$ cat config.mk
export PLATFORM = sky130hd
export DESIGN_NAME = egress_queue_sched_select
export DESIGN_NICKNAME = d
export VERILOG_FILES = /design/src/egress_queue_sched_pkg.sv /design/src/sched_cfg_if.sv /design/src/egress_queue_sched_select.sv /design/src/port_sched_mode.sv
export VERILOG_INCLUDE_DIRS = /design/src /design/src/src
export SDC_FILE = /design/constraint.sdc
export NUM_CORES = 1
export LEC_CHECK = 0
export BUFFER_PORTS_ARGS = -buffer_cell sky130_fd_sc_hd__buf_2
export CORE_AREA = 5 5 82 84
export CTS_CLUSTER_SIZE = 16
export DETAILED_ROUTE_END_ITERATION = 10
export DIE_AREA = 0 0 87 89
export PLACE_DENSITY_LB_ADDON = 0.3
export SLEW_MARGIN = 20
export SYNTH_ARGS = -nofsm -noshare
export SYNTH_HDL_FRONTEND = slang
export SYNTH_SLANG_ARGS = --single-unit
$ cat constraint.sdc
create_clock -name pclk -period 4.23 [get_ports pclk]
set_input_delay 0.846 -clock pclk [delete_from_list [all_inputs] [get_ports pclk]]
set_output_delay 0.846 -clock pclk [all_outputs]
set_load 0.05 [all_outputs]
$ cat src/egress_queue_sched_defines.svh
// Behaviour
// strict order only when all selects and global 0
// select bits set (reset) give 8:4:2:1 weights
// weighted with two queues gives 2:1 split
// bits 6:0 read-only, fixed 8,4,2,1 defaults
// select bits grouped and evaluated per port only
// select bits writable anytime, apply to later decisions
`ifndef EGRESS_QUEUE_SCHED_DEFINES_SVH
`define EGRESS_QUEUE_SCHED_DEFINES_SVH

// register indices, byte address is four times the index
`define IDX_PORT1_QUEUE3_SPLIT 8'haf
`define IDX_PORT1_QUEUE2_SPLIT 8'hb0
`define IDX_PORT1_QUEUE1_SPLIT 8'hb1
`define IDX_PORT1_QUEUE0_SPLIT 8'hb2
`define IDX_PORT2_QUEUE3_SPLIT 8'hb3
`define IDX_PORT2_QUEUE2_SPLIT 8'hb4
`define IDX_PORT2_QUEUE1_SPLIT 8'hb5
`define IDX_PORT2_QUEUE0_SPLIT 8'hb6
`define IDX_PORT3_QUEUE3_SPLIT 8'hb7
`define IDX_PORT3_QUEUE2_SPLIT 8'hb8
`define IDX_PORT3_QUEUE1_SPLIT 8'hb9
`define IDX_PORT3_QUEUE0_SPLIT 8'hba
`define IDX_GLOBAL_CTRL 8'h05
`define IDX_QUEUE_COUNT 8'hf0
`define IDX_MODE_STATUS 8'hf1

// field positions
`define SPLIT_SEL_BIT 7
`define GLOBAL_STRICT_BIT 3
`define MODE_FIELD_W 2

// reset values
`define SPLIT_SEL_RESET 1'b1
`define GLOBAL_STRICT_RESET 1'b0
`define QUEUE_COUNT_RESET 3'h0

// fixed weights, queue 3 down to queue 0
`define WEIGHT_QUEUE3 7'h08
`define WEIGHT_QUEUE2 7'h04
`define WEIGHT_QUEUE1 7'h02
`define WEIGHT_QUEUE0 7'h01
// two-queue weights, upper and lower queue
`define WEIGHT_TWO_HIGH 7'h02
`define WEIGHT_TWO_LOW 7'h01
`define WEIGHT_NONE 7'h00

`endif

$ cat src/egress_queue_sched_pkg.sv
`include "egress_queue_sched_defines.svh"
package egress_queue_sched_pkg;
   // resolved scheduling discipline of one egress port
   typedef enum logic [1:0] {strict_order, weighted_four, weighted_two} sched_mode_e;
   typedef logic [6:0] weight_t;

   // fixed read-only weight of a queue
   function automatic weight_t fixed_weight(input logic [1:0] queue);
      case (queue)
         2'h3: fixed_weight = `WEIGHT_QUEUE3;
         2'h2: fixed_weight = `WEIGHT_QUEUE2;
         2'h1: fixed_weight = `WEIGHT_QUEUE1;
         default: fixed_weight = `WEIGHT_QUEUE0;
      endcase
   endfunction
endpackage

$ cat src/sched_cfg_if.sv
`timescale 1ns/1ps
`default_nettype none
// per-port bundle between the register bank and its resolver
interface sched_cfg_if;
   logic [3:0] sel; // select bits, index is queue
   logic global_bit; // shared global control bit
   logic two_queue; // port runs two queues
   egress_queue_sched_pkg::sched_mode_e mode; // resolved discipline
   logic [3:0][6:0] weight; // resolved weight per queue
   modport source (output sel, output global_bit, output two_queue, input mode, input weight);
   modport resolver (input sel, input global_bit, input two_queue, output mode, output weight);
endinterface
`default_nettype wire

$ cat src/egress_queue_sched_select.sv
`timescale 1ns/1ps
`default_nettype none
module egress_queue_sched_select (
   input wire logic pclk,
   input wire logic presetn,
   input wire logic psel,
   input wire logic penable,
   input wire logic pwrite,
   input wire logic [11:0] paddr,
   input wire logic [31:0] pwdata,
   input wire logic [3:0] pstrb,
   output logic [31:0] prdata,
   output logic pready,
   output logic pslverr,
   output var egress_queue_sched_pkg::sched_mode_e egress_queue_mode [3],
   output logic [3:0][6:0] egress_queue_weight [3]
);
   //////////////////////////////////////////////////////////////////////////
   // decode helpers
   // the twelve split registers sit on consecutive indices, four per
   // port, highest queue first; a range test and a subtraction are
   // enough to find port and queue, so no table of addresses is kept

   // address lands on one of the twelve split registers
   function automatic logic split_hit(input logic [7:0] idx);
      split_hit = (idx >= `IDX_PORT1_QUEUE3_SPLIT) && (idx <= `IDX_PORT3_QUEUE0_SPLIT);
   endfunction

   // position among the split registers: [3:2] port, [1:0] reversed queue
   function automatic logic [3:0] split_slot(input logic [7:0] idx);
      logic [7:0] diff;
      // slot is used only after split_hit, so a wrapped difference is never used
      diff = idx - `IDX_PORT1_QUEUE3_SPLIT;
      split_slot = diff[3:0];
   endfunction

   //////////////////////////////////////////////////////////////////////////
   // state
   // only the select bits, the global bit and the two-queue bits are
   // real storage; the low seven bits of each split register are
   // constants and cost no flops
   // the resolved mode and weights are registered again so that every
   // output of the block leaves a flop, at the price of one edge of lag

   logic [2:0][3:0] sel_reg; // select bits, [port][queue]
   logic [2:0][3:0] sel_next;
   logic global_strict_reg; // shared global control bit
   logic global_strict_next;
   logic [2:0] two_queue_reg; // per-port two-queue configuration
   logic [2:0] two_queue_next;
   logic pready_reg; // second access cycle marker
   logic pready_next;
   logic pslverr_reg;
   logic pslverr_next;
   logic [31:0] prdata_reg;
   logic [31:0] prdata_next;
   egress_queue_sched_pkg::sched_mode_e mode_reg [3]; // registered discipline
   egress_queue_sched_pkg::sched_mode_e mode_next [3];
   logic [3:0][6:0] weight_reg [3]; // registered weights
   logic [3:0][6:0] weight_next [3];

   logic [7:0] idx; // register index from the word address
   logic addr_ok; // aligned and inside the index space
   logic [3:0] slot;
   logic [1:0] slot_port;
   logic [1:0] slot_queue;
   logic access_first; // first access cycle, answer is prepared
   logic access_done; // completing edge, write takes effect

   //////////////////////////////////////////////////////////////////////////
   // address split, shared by read and write paths
   // index bits above the word space or byte offsets inside a word are
   // not mapped and are answered with an error further down
   // access_first and access_done split the access phase in two: the
   // first cycle prepares the answer, the second completes the transfer
   always_comb begin
      idx = paddr[9:2];
      addr_ok = (paddr[11:10] == 2'h0) && (paddr[1:0] == 2'h0);
      slot = split_slot(idx);
      slot_port = slot[3:2];
      slot_queue = 2'h3 - slot[1:0]; // lowest index holds queue 3
      access_first = psel && penable && !pready_reg;
      access_done = psel && penable && pready_reg;
   end

   //////////////////////////////////////////////////////////////////////////
   // one wait state keeps every bus output straight from a flop
   // the read word is built one cycle early from the current state and
   // held in prdata_reg for the single cycle in which pready stands
   // hazard: a write that lands on the edge before the read is already
   // visible, since the read word is built after that edge
   // unused bits of every word read back as zero
   always_comb begin
      pready_next = access_first;
      pslverr_next = 1'b0;
      prdata_next = 32'h0;
      if (access_first) begin
         if (!addr_ok) begin
            pslverr_next = 1'b1; // unmapped, reads as zero
         end else if (split_hit(idx)) begin
            // bits 6:0 are constants, not storage
            prdata_next[`SPLIT_SEL_BIT] = sel_reg[slot_port][slot_queue];
            prdata_next[6:0] = egress_queue_sched_pkg::fixed_weight(slot_queue);
         end else if (idx == `IDX_GLOBAL_CTRL) begin
            // only the strict-blocking bit exists, the rest reads zero
            prdata_next[`GLOBAL_STRICT_BIT] = global_strict_reg;
         end else if (idx == `IDX_QUEUE_COUNT) begin
            // bit 0 is port 1, bit 2 is port 3
            prdata_next[2:0] = two_queue_reg;
         end else if (idx == `IDX_MODE_STATUS) begin
            // live resolved discipline, two bits per port
            for (int p = 0; p < 3; p++) begin
               prdata_next[p*`MODE_FIELD_W +: `MODE_FIELD_W] = mode_reg[p];
            end
         end else begin
            // inside the word space but not a register
            pslverr_next = 1'b1;
         end
      end
   end

   //////////////////////////////////////////////////////////////////////////
   // register writes; only lane 0 carries data, upper lanes ignored
   // a write lands only at the completing edge, so a transfer cut short
   // by the master before pready leaves the registers untouched
   // unmapped or misaligned writes are dropped here and flagged by the
   // read path, which raises pslverr for the same transfer
   // limitation: the lane 0 strobe gates the whole word, the lanes above
   // it have nothing to hold
   always_comb begin
      sel_next = sel_reg;
      global_strict_next = global_strict_reg;
      two_queue_next = two_queue_reg;
      if (access_done && pwrite && addr_ok && pstrb[0]) begin
         if (split_hit(idx)) begin
            // only the select bit is stored; writes to 6:0 are dropped
            sel_next[slot_port][slot_queue] = pwdata[`SPLIT_SEL_BIT];
         end else if (idx == `IDX_GLOBAL_CTRL) begin
            // a set bit keeps every port out of strict order
            global_strict_next = pwdata[`GLOBAL_STRICT_BIT];
         end else if (idx == `IDX_QUEUE_COUNT) begin
            // upper bits of the byte have no storage
            two_queue_next = pwdata[2:0];
         end
      end
   end

   //////////////////////////////////////////////////////////////////////////
   // one resolver per port, each sees only its own group
   // the global bit is the one signal shared by all three resolvers;
   // a port never sees another port's select bits, so a write into one
   // group cannot change the discipline of another port
   egress_queue_sched_pkg::sched_mode_e mode_w [3];
   logic [3:0][6:0] weight_w [3];

   for (genvar p = 0; p < 3; p++) begin : g_port
      sched_cfg_if cfg_bus ();
      assign cfg_bus.sel = sel_reg[p];
      assign cfg_bus.global_bit = global_strict_reg;
      assign cfg_bus.two_queue = two_queue_reg[p];
      port_sched_mode u_mode (
         .cfg(cfg_bus.resolver)
      );
      assign mode_w[p] = cfg_bus.mode;
      assign weight_w[p] = cfg_bus.weight;
   end

   // outputs follow the resolver one edge later
   // a new select value reaches the egress scheduler one edge after it
   // is stored, and applies to every decision from then on
   always_comb begin
      for (int p = 0; p < 3; p++) begin
         mode_next[p] = mode_w[p];
         weight_next[p] = weight_w[p];
      end
   end

   //////////////////////////////////////////////////////////////////////////
   // registers; select bits start at weighted
   // reset puts every port on 8:4:2:1 sharing, which matches what the
   // resolver makes of the reset select bits, so the outputs do not
   // jump when reset is released
   // the bus answer flops clear too, so no stale pready survives reset
   always_ff @(posedge pclk or negedge presetn) begin
      if (!presetn) begin
         sel_reg <= {12{`SPLIT_SEL_RESET}};
         global_strict_reg <= `GLOBAL_STRICT_RESET;
         two_queue_reg <= `QUEUE_COUNT_RESET;
         pready_reg <= 1'b0;
         pslverr_reg <= 1'b0;
         prdata_reg <= 32'h0;
         // resolved copies start as the resolver would see them
         for (int p = 0; p < 3; p++) begin
            mode_reg[p] <= egress_queue_sched_pkg::weighted_four;
            weight_reg[p] <= {`WEIGHT_QUEUE3, `WEIGHT_QUEUE2, `WEIGHT_QUEUE1, `WEIGHT_QUEUE0};
         end
      end else begin
         sel_reg <= sel_next;
         global_strict_reg <= global_strict_next;
         two_queue_reg <= two_queue_next;
         pready_reg <= pready_next;
         pslverr_reg <= pslverr_next;
         prdata_reg <= prdata_next;
         for (int p = 0; p < 3; p++) begin
            mode_reg[p] <= mode_next[p];
            weight_reg[p] <= weight_next[p];
         end
      end
   end

   //////////////////////////////////////////////////////////////////////////
   // port drive
   // outputs are plain wires from the flops above; no logic sits between
   // a flop and a pin
   assign prdata = prdata_reg;
   assign pready = pready_reg;
   assign pslverr = pslverr_reg;
   for (genvar p = 0; p < 3; p++) begin : g_out
      assign egress_queue_mode[p] = mode_reg[p];
      assign egress_queue_weight[p] = weight_reg[p];
   end
endmodule // egress_queue_sched_select
`default_nettype wire

$ cat src/port_sched_mode.sv
`timescale 1ns/1ps
`default_nettype none
module port_sched_mode (
   sched_cfg_if.resolver cfg
);
   //////////////////////////////////////////////////////////////////////////
   // discipline of one port; sees only its own group of select bits
   always_comb begin
      if ((cfg.sel == 4'h0) && !cfg.global_bit) begin
         cfg.mode = egress_queue_sched_pkg::strict_order;
      end else if (cfg.two_queue) begin
         cfg.mode = egress_queue_sched_pkg::weighted_two;
      end else begin
         // mixed select bits are not strict, so they fall to weighted
         cfg.mode = egress_queue_sched_pkg::weighted_four;
      end
   end

   //////////////////////////////////////////////////////////////////////////
   // weights handed to the egress scheduler
   always_comb begin
      for (int q = 0; q < 4; q++) begin
         case (cfg.mode)
            egress_queue_sched_pkg::weighted_four: begin
               cfg.weight[q] = egress_queue_sched_pkg::fixed_weight(2'(q));
            end
            egress_queue_sched_pkg::weighted_two: begin
               // two-queue ports use queues 1 and 0
               if (q == 1) begin
                  cfg.weight[q] = `WEIGHT_TWO_HIGH;
               end else if (q == 0) begin
                  cfg.weight[q] = `WEIGHT_TWO_LOW;
               end else begin
                  cfg.weight[q] = `WEIGHT_NONE;
               end
            end
            default: begin
               cfg.weight[q] = `WEIGHT_NONE; // strict order has no weights
            end
         endcase
      end
   end
endmodule // port_sched_mode
`default_nettype wire

=== Yosys cells after proc, flatten, opt, wreduce, memory -nomap -nowiden ===
Index checks and enable logic that the tools add are counted.

* Add/sub/neg operators: 2
* $lt $le $gt $ge: 6
* Equality and inequality tests: 12
* Mux-type cells: 44
* Bitwise gates (word level): 2
* Reduce and logical (&&, ||, !) cells: 26

{| class="wikitable"
|+ Operators by type and width
! kind !! number
|-
| 2-bit 2-to-1 mux || 11
|-
| 4-bit 2-to-1 mux || 5
|-
| 3-bit 2-to-1 mux || 6
|-
| 8-bit equality test (second input constant) || 2
|-
| 8-bit 2-to-1 mux || 2
|-
| 1-bit logical AND || 13
|-
| 12-bit bitwise mux || 1
|-
| 4-bit logical NOT || 3
|-
| 1-bit 2-to-1 mux || 12
|-
| 6-bit 2-to-1 mux || 2
|-
| 4-bit one-hot mux with 3 select lines || 1
|-
| 2-bit equality test (second input constant) || 5
|-
| 4-bit binary-select mux with 2-bit select || 1
|-
| 4-bit demux with 2-bit select || 1
|-
| 2-bit by 1-bit equality test with 1-bit output (second input constant) || 4
|-
| 8-bit by 3-bit equality test with 1-bit output (second input constant) || 1
|-
| 8-bit >= comparator (second input constant) || 1
|-
| 8-bit <= comparator (second input constant) || 1
|-
| 2-bit by 3-bit < comparator with 1-bit output (second input constant) || 2
|-
| 2-bit OR reduction || 3
|-
| 2-bit by 1-bit >= comparator with 1-bit output (second input constant) || 2
|-
| 2-bit logical NOT || 2
|-
| 4-bit AND reduction || 1
|-
| 4-bit subtractor (second input constant) || 1
|-
| 7 further kinds || 9
|}

* Bits in registers: 116
* Bits of input ports: 53
* Output and inout bits: 124
* Logic and storage cells: 115

=== Depth between registers and ports, before layout ===
* Depth after elaboration: 9
* Depth in mapped cells: 9
* Gate-level depth less buffers: 7

=== Hierarchy ===
A second synthesis with hierarchy kept.

* Cell total of the unflattened synthesis: 351
* Area, all modules: 4718.3 um^2

{| class="wikitable"
|+ Modules (own cells, without submodules)
! module !! instances !! cells each !! area an instance (um^2) !! seq. area each (um^2)
|-
| egress_queue_sched_select || 1 || 252 || 4001.3 || 2911.5
|-
| port_sched_mode || 3 || 33 || 239.0 || 0.0
|}

=== Least setup slack after synthesis ===
No wires, ideal clock.

* Kind: input port to flip-flop
* Start: in paddr[2]
* End: reg sel_reg, in the netlist g_port[2].cfg_bus.sel[3]
* Library setup time: 82 ps
* Arrival: 2577 ps
* Data required time: 4148 ps
* Setup slack: 1571 ps
* Stages on the path: 8
* Buffers on the path: 1
* Cell sequence: clkbuf_1 > inv_1 > ha_1 > and2b_2 > o2111ai_1 > nand3_2 > nor3_1 > mux2_2

* Cells in the longest elaborated chain, start to end: 9
* Elaborated cells between the ends (all ways): 17
* Classes of those cells: add/sub (2); order compare (6); mux (5); reduce/logical (4)

{| class="wikitable"
|+ Ends and longest elaborated chain
! element !! line !! text
|-
| start, declared || egress_queue_sched_select.sv:9 || <nowiki>input wire logic [11:0] paddr,</nowiki>
|-
| 4-bit subtractor (no source line) || -- ||
|-
| 2-bit subtractor || egress_queue_sched_select.sv:81 || <nowiki>slot_queue = 2'h3 - slot[1:0];</nowiki>
|-
| 2-bit by 3-bit < comparator with 1-bit output or 2-bit by 1-bit >= comparator with 1-bit output (tied branches) || egress_queue_sched_select.sv:137 || <nowiki>sel_next[slot_port][slot_queue] = pwdata[`SPLIT_SEL_BIT];</nowiki>
|-
| 1-bit logical AND || egress_queue_sched_select.sv:137 ||
|-
| 1-bit 2-to-1 mux || egress_queue_sched_select.sv:137 ||
|-
| 1-bit demux with 2-bit select || egress_queue_sched_select.sv:137 ||
|-
| 4-bit 2-to-1 mux || egress_queue_sched_select.sv:137 ||
|-
| 4-bit demux with 2-bit select || egress_queue_sched_select.sv:137 ||
|-
| 12-bit bitwise mux || egress_queue_sched_select.sv:137 ||
|-
| end signal, assigned || egress_queue_sched_select.sv:186 || <nowiki>sel_reg <= {12{`SPLIT_SEL_RESET}};</nowiki>
|-
| end signal, assigned || egress_queue_sched_select.sv:198 || <nowiki>sel_reg <= sel_next;</nowiki>
|-
| end, declared || egress_queue_sched_select.sv:45 || <nowiki>logic [2:0][3:0] sel_reg;</nowiki>
|}

Several ways; a longest one is shown, not always the timed one.
A chain may end at the register's enable or synchronous reset.

=== Worst setup path in the final report ===
Same ends and word-level chain as after synthesis.

==> metrics.log <==
INFO  metric run_status = complete, no violations
INFO  metric post-dp-hpwl = 3890 um
INFO  metric routed_wire_length_per_instance = 12.2 um
INFO  metric post_route_minimum_period = 2640 ps
INFO  metric hold_path_class = flop to flop
INFO  metric rsz_0062_raised_after_global_routing = no
INFO  metric min_delay_path_depth = 1
INFO  metric latest_clock_arrival_within_the_worst_skew_pair = 290 ps
INFO  metric crit_slowest_cell = sky130_fd_sc_hd__mux2_2
INFO  metric timing.setup.critical_path_class = input port to flop
INFO  metric post-route-period-util = 0.624
INFO  metric maxClockFrequency = 379 MHz
INFO  metric max-slew-margin-rel = 0.508
INFO  metric syn-mean-instance-area = 9.52 um^2
INFO  metric gp_congestion = 0.826
INFO  metric filler_cell_count = 584
INFO  metric detailed_place.area = 0.00244 mm^2
INFO  metric die_height = 89 um
INFO  metric cts.repair.resized = 0
INFO  metric cp_data_arrival_time = 2860 ps
INFO  metric die_area = 0.00774 mm^2
INFO  metric synth_seq_cells = 34
INFO  metric critical-path-max-stage-delay = 350 ps
INFO  metric synth.largest_area_cell = sky130_fd_sc_hd__buf_4
INFO  metric die_width = 87 um
INFO  metric grt_use_total = 0.109
INFO  metric fp-row-count = 28
INFO  metric clock_tree_from_tritoncts = yes
INFO  metric detail_route.iter0.violations = 76
INFO  metric ioPinCount = 177
INFO  metric cts_max_level = 2
INFO  metric via_count = 1614
INFO  metric power.static_leakage = 1.37 nW
INFO  metric routed_wirelength = 4730 um
INFO  metric path_max_fanout = 11
INFO  metric finalMaxSlewViolations = 0
INFO  metric antenna_found_initial = 0
INFO  metric postCtsSetupRepairBufs = 0
INFO  metric antennaDiodeCount = 0
INFO  metric p_per_area = 341 mW/mm^2
INFO  metric timing.final.setup_violations = 0
INFO  metric worst_setup_hold_path_clk_slew = 70 ps
INFO  metric synthFlopType = sky130_fd_sc_hd__dfstp_2
INFO  metric drt_pre_antenna_iters = 4
INFO  metric grt_overflow = 0
INFO  metric peak_supply_drop = 160 uV
INFO  metric stdcell_area = 0.00256 mm^2
INFO  metric fin_skew = 5.45 ps
INFO  metric number_of_buffers_on_the_longest_clock_path = 2
INFO  metric crit-reg2reg-capture = g_port[1].cfg_bus.sel[0]
INFO  metric first_global_vias = 1421
INFO  metric finalNetCount = 370
INFO  metric hold_path.startpoint = two_queue_reg[2]
INFO  metric synth_seq_area_share = 0.342
INFO  metric setup_tns = 0 ps
INFO  metric core-area = 0.00585 mm^2
INFO  metric grt_pass1_wl = 6560 um
INFO  metric r2r_start = pready
INFO  metric synth.top_cells.by_area = sky130_fd_sc_hd__buf_4 (31%), sky130_fd_sc_hd__dfstp_2 (19%), sky130_fd_sc_hd__dfrtp_1 (16%)
INFO  metric synthArstFlopShare = 1.00
INFO  metric timing_worst_slew_pin_value = 738 ps
INFO  metric root_buffer_cell = sky130_fd_sc_hd__clkbuf_8
INFO  metric ff_latch_area = 873 um^2
INFO  metric timing.hold.worst_endpoint = egress_queue_mode[0]
INFO  metric tritoncts.num_buffers = 5
INFO  metric ctsHoldBuffers = 0
INFO  metric worst_setup_path_start_kind = input port
INFO  metric timing_hold_violations_final = 0
INFO  metric max_cap_viol_count = 0
INFO  metric antenna_left = 0
INFO  metric grt_start_max_net_pins = 35
INFO  metric yosys.cell_types.count = 40
INFO  metric timing.critical_path.from = paddr[2]
INFO  metric ys_top_cells_by_count = sky130_fd_sc_hd__buf_4 (106), sky130_fd_sc_hd__dfstp_2 (18), sky130_fd_sc_hd__dfrtp_1 (16), sky130_fd_sc_hd__nor3_1 (16)
INFO  metric post_drt_via_cell_ratio = 4.17
INFO  metric drive_gt1_frac = 0.308
INFO  metric crit_required = 4450 ps
INFO  metric end_kind = flop
INFO  metric synth-edff-count = 0
INFO  metric area_overhead_vs_synth = 0.196%
INFO  metric multi_input_area = 0.00120 mm^2
INFO  metric yosys.area.top_type_share = 0.312
INFO  metric initial_core_util = 0.436
INFO  metric worstPathCellList = buf_2 > inv_1 > ha_1 > and2b_2 > o2111ai_1 > nand3_2 > nor3_1 > mux2_2
INFO  metric buffer_ports.inserted = 49
INFO  metric synthesis.yosys.warnings = 0
INFO  metric post-synth-top-count-cell = sky130_fd_sc_hd__buf_4
INFO  metric reg2reg_depth = 5
INFO  metric post-route-drc-count = 0
INFO  metric postSynthCellCount = 268
INFO  metric syn-cell-area = 0.00255 mm^2
INFO  metric flip_flop_count_of_the_largest_register_after_layout = 12
INFO  metric rrSetupSlack = 2620 ps
INFO  metric clock-sinks = 34
==> through the flow <==
step                      setup WS, ps  hold WS, ps  total power, mW  cells  utilization
after global routing              1380          469            0.907    387        0.437
after CTS                         1610          441            0.878    387        0.437
after detailed placement          1300          431            0.580    379        0.418
after floorplan                   1570          393            0.623    364            -
after global placement            1330          429            0.580    379        0.418
final                             1590          440            0.872    387        0.437
==> cells by family after synthesis <==
kind of cell | after synthesis | share of synthesized area
adders and majority gates | 6 | 0.0294
and+or+nand+nor | 71 | 0.157
AOI/OAI and AO/OA | 17 | 0.0402
xor gates and xnor gates | 2 | 0.00686
muxes | 21 | 0.0956
buffers and inverters | 116 | 0.327
DFF | 34 | 0.342
other | 1 | 0.00147
==> layer usage <==
layer	share of wire	vias up	GRT usage
met5	0	-	0
met4	0.015	0	0.0467
met3	0.11	7	0.0304
met2	0.51	85	0.193
met1	0.37	741	0.124
li1	-	781	-
==> layout make-up <==
type,instances,area share
clock buffer,5,0.0269
clock inverter,3,0.0176
inverter,7,0.0103
multi-input combinational,214,0.471
sequential,34,0.341
tap,75,0.0367
timing repair buffer,49,0.0959
==> layout by cell type, fill, tap and decap left out, types with 2 or more instances in the layout <==
| master | count |
|---|---|
| sky130_fd_sc_hd__buf_2 | 49 |
| sky130_fd_sc_hd__clkbuf_8 | 5 |
| sky130_fd_sc_hd__a31oi_1 | 4 |
| sky130_fd_sc_hd__and3_1 | 3 |
| sky130_fd_sc_hd__ha_1 | 6 |
| sky130_fd_sc_hd__nand3_1 | 4 |
| sky130_fd_sc_hd__inv_1 | 7 |
| sky130_fd_sc_hd__mux2i_1 | 3 |
| sky130_fd_sc_hd__o21ai_0 | 4 |
| sky130_fd_sc_hd__nor3_1 | 16 |
| sky130_fd_sc_hd__and2_1 | 2 |
| sky130_fd_sc_hd__conb_1 | 97 |
| sky130_fd_sc_hd__a21oi_1 | 4 |
| sky130_fd_sc_hd__nor2b_1 | 4 |
| sky130_fd_sc_hd__mux2_1 | 4 |
| sky130_fd_sc_hd__nor2_1 | 10 |
| sky130_fd_sc_hd__or4_1 | 3 |
| sky130_fd_sc_hd__dfstp_2 | 18 |
| sky130_fd_sc_hd__nand4_1 | 4 |
| sky130_fd_sc_hd__nand2_1 | 13 |
| sky130_fd_sc_hd__mux2_2 | 13 |
| sky130_fd_sc_hd__dfrtp_1 | 16 |
| sky130_fd_sc_hd__clkinvlp_4 | 2 |
| sky130_fd_sc_hd__nor3_2 | 2 |
| sky130_fd_sc_hd__a22oi_1 | 2 |
| sky130_fd_sc_hd__xnor2_1 | 2 |
==> worst max-delay path by stage <==
stage,endpoint,slack (ps),cells after the start
2_1_floorplan,g_port[2].cfg_bus.sel[3],1570,8
6_report,g_port[2].cfg_bus.sel[3],1590,8
3_3_place_gp,prdata[7],1330,8
4_1_cts,prdata[7],1610,8
3_5_place_dp,prdata[7],1300,8
5_1_grt,prdata[7],1380,8
==> critical path: cells and delay by family <==
family                   cells  cell delay, ps
buffers and inverters        2             310
adder cells (fa/ha/maj)      1             230
multiplexers                 1             350
AO/OA/AOI/OAI                1             340
AND/OR/NAND/NOR              3             780
==> report_power, final <==
part / leakage [nW] / total, mW / internal (mW) / switching [mW]
Sequential: 0.407 / 0.328 / 0.327 / 0.000763
Combinational: 0.916 / 0.249 / 0.0208 / 0.229
Clock: 0.0504 / 0.295 / 0.175 / 0.120
Total: 1.37 / 0.872 / 0.523 / 0.349
No activity file was read; power rests on OpenSTA's default activity.
